File: config.mk
export PLATFORM = sky130hd
export DESIGN_NAME = collective_fault_indicator
export DESIGN_NICKNAME = d
export VERILOG_FILES = /design/src/rtl/delay_timer.v /design/src/rtl/flash_sequencer.v /design/src/rtl/collective_fault_indicator.v
export VERILOG_INCLUDE_DIRS = /design/src /design/src/rtl
export SDC_FILE = /design/constraint.sdc
export NUM_CORES = 1
export LEC_CHECK = 0
export ABC_AREA = 1
export BUFFER_PORTS_ARGS = -buffer_cell sky130_fd_sc_hd__buf_4
export CORE_ASPECT_RATIO = 1.2
export CORE_MARGIN = 4
export CORE_UTILIZATION = 30
export DETAILED_ROUTE_END_ITERATION = 16
export PLACE_DENSITY = 0.46
export SLEW_MARGIN = 20
export SYNTH_ARGS = -nofsm -noshare
export SYNTH_HDL_FRONTEND = slang
export SYNTH_SLANG_ARGS = --single-unit
File: constraint.sdc
create_clock -name sys_clk_in -period 4.1 [get_ports sys_clk_in]
set_clock_uncertainty 0.05 [all_clocks]
set_input_delay 0.205 -clock sys_clk_in [delete_from_list [all_inputs] [get_ports sys_clk_in]]
set_output_delay 0.205 -clock sys_clk_in [all_outputs]
set_load 0.02 [all_outputs]
File: src/rtl/fault_indicator_regs.vh
/*
 Constants for the collective fault indicator: limits, code numbers, timing.
 Assumes a 100 MHz system clock and measured values in fixed units.
*/
`ifndef FAULT_INDICATOR_REGS_VH
`define FAULT_INDICATOR_REGS_VH

// ----------------------------------------
// measurement limits
// ----------------------------------------
// output voltages in units of 0.1 V
`define OUT_LOW_LIMIT_DV 12'h104
`define OUT_HIGH_LIMIT_DV 12'h124
// temperatures in signed whole degrees celsius
`define BAT_TEMP_HIGH_C 8'h41
`define SENSOR_TEMP_LOW_C 8'hEC
`define SENSOR_TEMP_HIGH_C 8'h50

// ----------------------------------------
// fault code count
// ----------------------------------------
`define FAULT_CODES 22
`define CODE_W 5

// ----------------------------------------
// timing, 100 MHz clock
// ----------------------------------------
`define CLK_HZ 100000000
// one second in cycles, 36 bits so that a minute does not overflow
`define SEC_CYC 36'h0_05F5_E100
`define MAINS_DELAY_S 10
`define MAINS_DELAY_CYC (`MAINS_DELAY_S * `SEC_CYC)
`define OVERLOAD_LIMIT_S 60
`define OVERLOAD_LIMIT_CYC (`OVERLOAD_LIMIT_S * `SEC_CYC)
`define FLASH_ON_MS 200
`define FLASH_ON_CYC (`FLASH_ON_MS * (`CLK_HZ / 1000))
`define FLASH_OFF_MS 300
`define FLASH_OFF_CYC (`FLASH_OFF_MS * (`CLK_HZ / 1000))
`define CODE_PAUSE_MS 2000
`define CODE_PAUSE_CYC (`CODE_PAUSE_MS * (`CLK_HZ / 1000))

`endif

File: src/rtl/delay_timer.v
/*
 One-shot timer: counts while run_in is high, done when the count reaches limit.
 Assumes a single synchronous clock domain.
*/
`timescale 1ns/1ps
`default_nettype none

module delay_timer #(
   parameter [35:0] LIMIT = 36'h0_0000_0010
) (
   input wire sys_clk_in,
   input wire rst_n_in,
   input wire run_in,
   output wire done_out
);

   // wide enough for a full minute at the system clock
   reg [35:0] count_r;
   wire [35:0] count_nxt;

   assign done_out = (count_r == LIMIT);
   assign count_nxt = !run_in ? 36'h0_0000_0000 :
                      (done_out ? count_r : count_r + 36'h0_0000_0001);

   always @(posedge sys_clk_in or negedge rst_n_in) begin
      if (!rst_n_in) begin
         count_r <= 36'h0_0000_0000;
      end else begin
         count_r <= count_nxt;
      end
   end

endmodule

`default_nettype wire

File: src/rtl/flash_sequencer.v
/*
 Status LED sequencer: shows each pending fault as a burst of flashes,
 then a long pause, then moves on to the next pending fault.
 Assumes fault vector bit n-1 stands for flash count n.
*/
`timescale 1ns/1ps
`default_nettype none
`include "fault_indicator_regs.vh"

module flash_sequencer #(
   parameter [31:0] ON_CYC = `FLASH_ON_CYC,
   parameter [31:0] OFF_CYC = `FLASH_OFF_CYC,
   parameter [31:0] PAUSE_CYC = `CODE_PAUSE_CYC
) (
   input wire sys_clk_in,
   input wire rst_n_in,
   input wire [`FAULT_CODES-1:0] faults_in,
   output reg led_out,
   output reg [`CODE_W-1:0] code_out
);

   localparam [1:0] ST_IDLE = 2'h0;
   localparam [1:0] ST_ON = 2'h1;
   localparam [1:0] ST_OFF = 2'h2;
   localparam [1:0] ST_PAUSE = 2'h3;

   reg [1:0] state_r;
   reg [31:0] timer_r;
   reg [`CODE_W-1:0] flashes_r;
   reg [`CODE_W-1:0] next_code;
   integer i;

   // next pending code after the current one, wrapping round
   always @* begin
      next_code = {`CODE_W{1'b0}};
      // lowest pending code, used when nothing above the current one waits
      for (i = `FAULT_CODES; i >= 1; i = i - 1) begin
         if (faults_in[i-1]) begin
            next_code = i[`CODE_W-1:0];
         end
      end
      for (i = `FAULT_CODES; i >= 1; i = i - 1) begin
         if (faults_in[i-1] && (i > code_out)) begin
            next_code = i[`CODE_W-1:0];
         end
      end
   end

   always @(posedge sys_clk_in or negedge rst_n_in) begin
      if (!rst_n_in) begin
         state_r <= ST_IDLE;
         timer_r <= 32'h0000_0000;
         flashes_r <= {`CODE_W{1'b0}};
         led_out <= 1'b0;
         code_out <= {`CODE_W{1'b0}};
      end else begin
         case (state_r)
            ST_IDLE: begin
               led_out <= 1'b0;
               if (next_code != 0) begin
                  code_out <= next_code;
                  flashes_r <= 5'h01;
                  led_out <= 1'b1;
                  timer_r <= 32'h0000_0000;
                  state_r <= ST_ON;
               end
            end
            ST_ON: begin
               if (timer_r >= ON_CYC - 32'h0000_0001) begin
                  timer_r <= 32'h0000_0000;
                  led_out <= 1'b0;
                  state_r <= (flashes_r >= code_out) ? ST_PAUSE : ST_OFF;
               end else begin
                  timer_r <= timer_r + 32'h0000_0001;
               end
            end
            ST_OFF: begin
               if (timer_r >= OFF_CYC - 32'h0000_0001) begin
                  timer_r <= 32'h0000_0000;
                  flashes_r <= flashes_r + 5'h01;
                  led_out <= 1'b1;
                  state_r <= ST_ON;
               end else begin
                  timer_r <= timer_r + 32'h0000_0001;
               end
            end
            ST_PAUSE: begin
               if (timer_r >= PAUSE_CYC - 32'h0000_0001) begin
                  timer_r <= 32'h0000_0000;
                  state_r <= ST_IDLE;
               end else begin
                  timer_r <= timer_r + 32'h0000_0001;
               end
            end
            default: begin
               state_r <= ST_IDLE;
               led_out <= 1'b0;
            end
         endcase
      end
   end

endmodule

`default_nettype wire

File: src/rtl/collective_fault_indicator.v
/*
 Collective fault supervision: gathers fault conditions, drives the
 collective fault relay, the mains-loss relay, the status LED and the
 charge-limit request. Assumes inputs synchronous to sys_clk_in and
 measurements already converted by outside logic.
*/
`timescale 1ns/1ps
`default_nettype none
`include "fault_indicator_regs.vh"

// What this block does
// - collective fault on mains loss, battery circuit fail, supply fail, external input.
// - battery, resistance, continuity, charger, fuse, overload, cover, damage all fault.
// - either load output below 26 V flags a fault.
// - either load output above 29.2 V flags a fault.
// - battery temperature above 65 C flags a fault.
// - temperature below -20 C or above 80 C means sensor failure.
// - fault releases the relay coil, so supply loss also reads as fault.
// - each fault except internal damage flashes its count on the LED, several shown in turn.
// - counts 1 to 9 map mains, fuse one, overload ... external input.
// - counts 10 to 18 map sensor, temperature ... low output two.
// - counts 19, 20, 21 single service codes; 22 shared by nine more.
// - open external fault terminals mean an active external fault.
// - open enclosure tamper switch raises a collective fault.
// - factory jumper reads as closed tamper, no tamper fault.
// - overload limits charging one minute, then resumes if overload gone.
// - blown output fuse shows on LED and collective output until replaced.
// - fuse strip feeds external input; device then reports collective fault.
// - mains loss waits 10 s before switching mains and collective outputs.
module collective_fault_indicator #(
   parameter [35:0] MAINS_DELAY_CYC = `MAINS_DELAY_CYC,
   parameter [35:0] OVERLOAD_LIMIT_CYC = `OVERLOAD_LIMIT_CYC,
   parameter [31:0] FLASH_ON_CYC = `FLASH_ON_CYC,
   parameter [31:0] FLASH_OFF_CYC = `FLASH_OFF_CYC,
   parameter [31:0] CODE_PAUSE_CYC = `CODE_PAUSE_CYC
) (
   input wire sys_clk_in,
   input wire rst_n_in,
   input wire mains_present_in,
   input wire [11:0] load_output_one_dv_in,
   input wire [11:0] load_output_two_dv_in,
   input wire output_one_fuse_blown_in,
   input wire output_two_fuse_blown_in,
   input wire overload_in,
   input wire [7:0] bat_temp_c_in,
   input wire battery_absent_in,
   input wire battery_faulty_in,
   input wire battery_undercharged_in,
   input wire battery_low_in,
   input wire bat_resistance_high_in,
   input wire bat_continuity_lost_in,
   input wire charger_fail_in,
   input wire internal_damage_in,
   input wire external_fault_in,
   input wire tamper_closed_in,
   input wire [2:0] service_single_in,
   input wire [8:0] service_group_in,
   output reg fault_relay_energised_out,
   output reg mains_loss_out,
   output wire status_led_out,
   output wire [`CODE_W-1:0] shown_code_out,
   output reg charge_limit_out,
   output reg [`FAULT_CODES-1:0] faults_out
);

   // ----------------------------------------
   // measurement comparisons
   // ----------------------------------------
   wire out1_low = load_output_one_dv_in < `OUT_LOW_LIMIT_DV;
   wire out2_low = load_output_two_dv_in < `OUT_LOW_LIMIT_DV;
   wire out1_high = load_output_one_dv_in > `OUT_HIGH_LIMIT_DV;
   wire out2_high = load_output_two_dv_in > `OUT_HIGH_LIMIT_DV;
   wire signed [7:0] temp_s = bat_temp_c_in;
   wire sensor_fail = (temp_s < $signed(`SENSOR_TEMP_LOW_C)) ||
                      (temp_s > $signed(`SENSOR_TEMP_HIGH_C));
   wire temp_high = !sensor_fail && (temp_s > $signed(`BAT_TEMP_HIGH_C));
   // input high means the loop is closed; open loop is a fault
   wire ext_active = !external_fault_in;
   // jumper or closed switch reads high
   wire tamper_open = !tamper_closed_in;

   // ----------------------------------------
   // mains loss delay
   // ----------------------------------------
   wire mains_done;

   delay_timer #(
      .LIMIT(MAINS_DELAY_CYC)
   ) mains_timer (
      .sys_clk_in(sys_clk_in),
      .rst_n_in(rst_n_in),
      .run_in(!mains_present_in),
      .done_out(mains_done)
   );

   // ----------------------------------------
   // overload charge limiting
   // ----------------------------------------
   wire overload_done;
   reg limit_run_r;

   delay_timer #(
      .LIMIT(OVERLOAD_LIMIT_CYC)
   ) overload_timer (
      .sys_clk_in(sys_clk_in),
      .rst_n_in(rst_n_in),
      .run_in(limit_run_r),
      .done_out(overload_done)
   );

   always @(posedge sys_clk_in or negedge rst_n_in) begin
      if (!rst_n_in) begin
         limit_run_r <= 1'b0;
         charge_limit_out <= 1'b0;
      end else begin
         if (!limit_run_r) begin
            if (overload_in) begin
               limit_run_r <= 1'b1;
               charge_limit_out <= 1'b1;
            end
         end else if (overload_done) begin
            // restart the minute while overload persists
            limit_run_r <= 1'b0;
            charge_limit_out <= overload_in;
         end
      end
   end

   // ----------------------------------------
   // fault vector, bit n-1 is flash count n
   // ----------------------------------------
   reg [`FAULT_CODES-1:0] faults_nxt;

   always @* begin
      faults_nxt = {`FAULT_CODES{1'b0}};
      faults_nxt[0] = mains_done;
      faults_nxt[1] = output_one_fuse_blown_in;
      faults_nxt[2] = overload_in;
      faults_nxt[3] = battery_undercharged_in;
      faults_nxt[4] = out1_high;
      faults_nxt[5] = charger_fail_in;
      faults_nxt[6] = out1_low;
      faults_nxt[7] = battery_low_in;
      faults_nxt[8] = ext_active;
      faults_nxt[9] = sensor_fail;
      faults_nxt[10] = temp_high;
      faults_nxt[11] = battery_absent_in;
      faults_nxt[12] = battery_faulty_in || bat_continuity_lost_in;
      faults_nxt[13] = bat_resistance_high_in;
      faults_nxt[14] = tamper_open;
      faults_nxt[15] = output_two_fuse_blown_in;
      faults_nxt[16] = out2_high;
      faults_nxt[17] = out2_low;
      faults_nxt[20:18] = service_single_in;
      faults_nxt[21] = |service_group_in;
   end

   // ----------------------------------------
   // relay outputs
   // ----------------------------------------
   wire any_fault = |faults_nxt || internal_damage_in;

   always @(posedge sys_clk_in or negedge rst_n_in) begin
      if (!rst_n_in) begin
         faults_out <= {`FAULT_CODES{1'b0}};
         fault_relay_energised_out <= 1'b0;
         mains_loss_out <= 1'b0;
      end else begin
         faults_out <= faults_nxt;
         fault_relay_energised_out <= !any_fault;
         mains_loss_out <= mains_done;
      end
   end

   // ----------------------------------------
   // status LED
   // ----------------------------------------
   wire [`FAULT_CODES-1:0] led_faults = faults_nxt | {{(`FAULT_CODES-1){1'b0}}, ~mains_present_in};

   flash_sequencer #(
      .ON_CYC(FLASH_ON_CYC),
      .OFF_CYC(FLASH_OFF_CYC),
      .PAUSE_CYC(CODE_PAUSE_CYC)
   ) led_seq (
      .sys_clk_in(sys_clk_in),
      .rst_n_in(rst_n_in),
      .faults_in(led_faults),
      .led_out(status_led_out),
      .code_out(shown_code_out)
   );

endmodule

`default_nettype wire

==> metrics.txt <==
status=complete, no violations; post-synthesis average cell area=between 7 and 8 um2; total of max-cap violations=0; most frequent cells after synthesis=nand2_1, inv_1, dfrtp_1, nor2_1; class of the most critical hold timing path=input port to flop; antenna-violating nets left=0; Cell Area, Synth=just under 0.009 mm2; number of remaining DRC errors=0; FFs w/ async S/R, synth=between 90% and 100%; final hold viol count=0; Layout area overhead=21.2%; fmax=~290 MHz; power share of the clock group=approximately a third; Synth area leaders=dfrtp_1, nand2_1, inv_1; sequential element share of the synthesized area=40.3%; clock buffer depth=2; WP buf/inv=3; largest net degree at the start of global routing=between 100 and 150; Seq cells post-synth=142; Total GRT Usage=between 10% and 20%; drt wl/cell=about 14 um; Pleak=between 4 and 5 nW; Crit. End Element=flop; Die Ht=between 150 and 200 um; fillers=just over 3,000; TritonCTS buffer count=17; # hold bufs at CTS=15; row count=68; Pins Over Slew Limit=0; slowest CP cell=dlygate4sd3_1; total gr overflow=0; Logic pwr share=32.9%; Final setup viols=0; Initial Util=between 30% and 40%; Power Density=463 mW/mm2; most common cell in the netlist=nand2_1; Synth cell types=47; CP Data Required Time=around 4.4 ns; area occupied by multi-input gates=0.00437 mm2; CP delay by family, top=simple AND/OR/NAND/NOR gates; Sw Pwr=roughly 0.0019 W; Post-CTS Setup Repair Bufs=0; fin nets=approximately 1,400; Tcrit/Tclk final=a little under nine tenths; Power Total=~0.0050 W; CP max FO=12; Critical Path Max Stage Delay=around 0.55 ns; CTS Sinks=between 100 and 150; placer congestion estimate=0.859; Clock Root Buffer=clkbuf_16; initial antenna violation count=0; Die ar.=~0.032 mm2; clock latency at the later pin of the worst-skew pair=roughly 0.43 ns; sequential cell area=about 0.0036 mm2; Period minus WS final=3.50 ns; vias per cell=around 4.8; cell count after synthesis=1,221; area of the core=approximately 0.029 mm2; TritonCTS clock tree=done; Main synth FF type=dfrtp_1; layout cells sized above 1=~15%; I/O Buffers=90; ANT cells=0; Post-synth EDFFs=0; Total Routed Length=roughly 25,000 um; CTS H-tree depth=4; TritonRoute pass-1 iters=5; yosys warns=0; Mapped Nets=about 1,300; Internal=slightly above 0.003 W; post-synth top area cell=dfrtp_1; most used cell, CP=nand2_1; Max-slew headroom=about two fifths; vias=around 8,200; first-pass GRT wire length=approximately 41,000 um; peak supply drop=approximately 0.36 mV; post-layout util=37.0%; Clock transition at path regs=0.07 ns; switching share of power=between 30% and 40%; Sequential Power Share=34.7%; io pins=91; setup repair after global routing missed its margin=false; critical path class=input port to flop; setup_tns=0 ns; CP startpoint kind=input port; post-CTS sizing=0; vias in the first global route=around 8,200; DP HPWL=approximately 19,000 um; First DRT Iteration DRCs=about 350; Worst Max-Slew Pin Slew=0.875 ns; CP arrival=3.76 ns; die span in x=approximately 160 um; Synth top area share=40.3%
worst reg2reg max path, cell delays in order (launching register included):
cell	delay, ns
dfrtp_1	0.36
ha_1	0.17
nand2_1	0.12
nor3_1	0.28
nand2_1	0.11
nor2_1	0.10
inv_1	0.07
nor2_1	0.13
inv_1	0.05
nor2_1	0.13
inv_1	0.07
nor3_1	0.28
nand3_1	0.15
nor2_1	0.16
nand2_1	0.09
nor2_2	0.23
inv_1	0.07
nor2_1	0.17
inv_1	0.08
nor2_1	0.15
nand3_1	0.10
nor2_1	0.11
o221a_1	0.19
per-stage QoR:
| step | cell area [um2] | setup slack (ns) | std cells | hold slack (ns) |
|---|---|---|---|---|
| after detailed placement | 9930 | 0.398 | 1683 | 0.274 |
| after global routing | 10700 | 0.0573 | 1730 | 0.0179 |
| after global placement | 9930 | 0.370 | 1683 | 0.274 |
| final | 10700 | 0.602 | 1730 | 0.0248 |
| after CTS | 10700 | 0.534 | 1730 | 0.0152 |
| after floorplan | 8810 | 1.08 | 1221 | -0.141 |
layout make-up:
class	count	area share (%)
tap	385	4.51
clock inverter	13	1.52
clock buffer	19	4.15
timing repair buffer	111	8.44
multi-input combinational	855	40.9
inverter	205	7.20
sequential	142	33.3
final timing paths:
check	startpoint	endpoint	cells past startpoint	slack, ns
worst max-delay path	service_single_in[0]	led_seq.flashes_r[1]	40	0.60
worst min-delay path	battery_faulty_in	faults_out[12]	3	0.02
worst max register to register	overload_timer.count_r[0]	overload_timer.count_r[34]	22	0.63
worst min register to register	mains_timer.count_r[29]	mains_timer.count_r[29]	1	0.44
max in group asynchronous	rst_n_in	led_seq.state_r[0]	3	2.89
min in group asynchronous	rst_n_in	mains_timer.count_r[16]	2	0.40
state kept, by name (all words and copies together) (netlist names):
signal                     cells
mains_timer.count_r           36
overload_timer.count_r        36
led_seq.timer_r               32
faults_out                    22
led_seq.code_out               5
led_seq.flashes_r              5
led_seq.state_r                2
charge_limit_out               1
fault_relay_energised_out      1
led_seq.led_out                1
limit_run_r                    1
routing by layer:
metal	routed length, um	share of wire [%]	global-route usage (%)	vias to the layer above
li1	-	-	-	4239
met1	11200	45	20.0	3799
met2	12100	49	27.4	138
met3	867	3.5	2.71	42
met4	591	2.4	5.42	0
met5	0	0	0	-
power groups by stage:
stage	sequential, W	clock [W]	combinational (W)
after floorplan	0.00172	0	0.00114
after global placement	0.00175	0	0.00164
after CTS	0.00172	0.00166	0.00166
after detailed placement	0.00174	0	0.00164
final	0.00172	0.00160	0.00163
after global routing	0.00174	0.00172	0.00185
cell families after synthesis:
kind of cell,count (synthesis),synth area share (%)
buf+inv,224,10.1
compound gates,213,14.6
flops,142,40.3
fa+ha+maj,17,2.41
xor+xnor,12,1.19
simple gates,613,31.4
placed cells by master (no fill, tap or decap), drive strengths merged, types with 3 or more instances in the layout:
cell type / count
clkinvlp: 3
nor4: 23
o21ai: 73
a211oi: 4
nand3: 58
xor2: 9
inv: 204
a21oi: 96
xnor2: 3
o21a: 10
or2: 7
clkbuf: 20
dlygate4sd3: 15
nand3b: 3
buf: 95
clkinv: 8
o211ai: 9
ha: 17
nor3: 67
nor2: 168
dfrtp: 142
a31oi: 6
bufinv: 3
nand2: 249
nand4: 34
o31ai: 3
(Power assumes the default switching activity.)
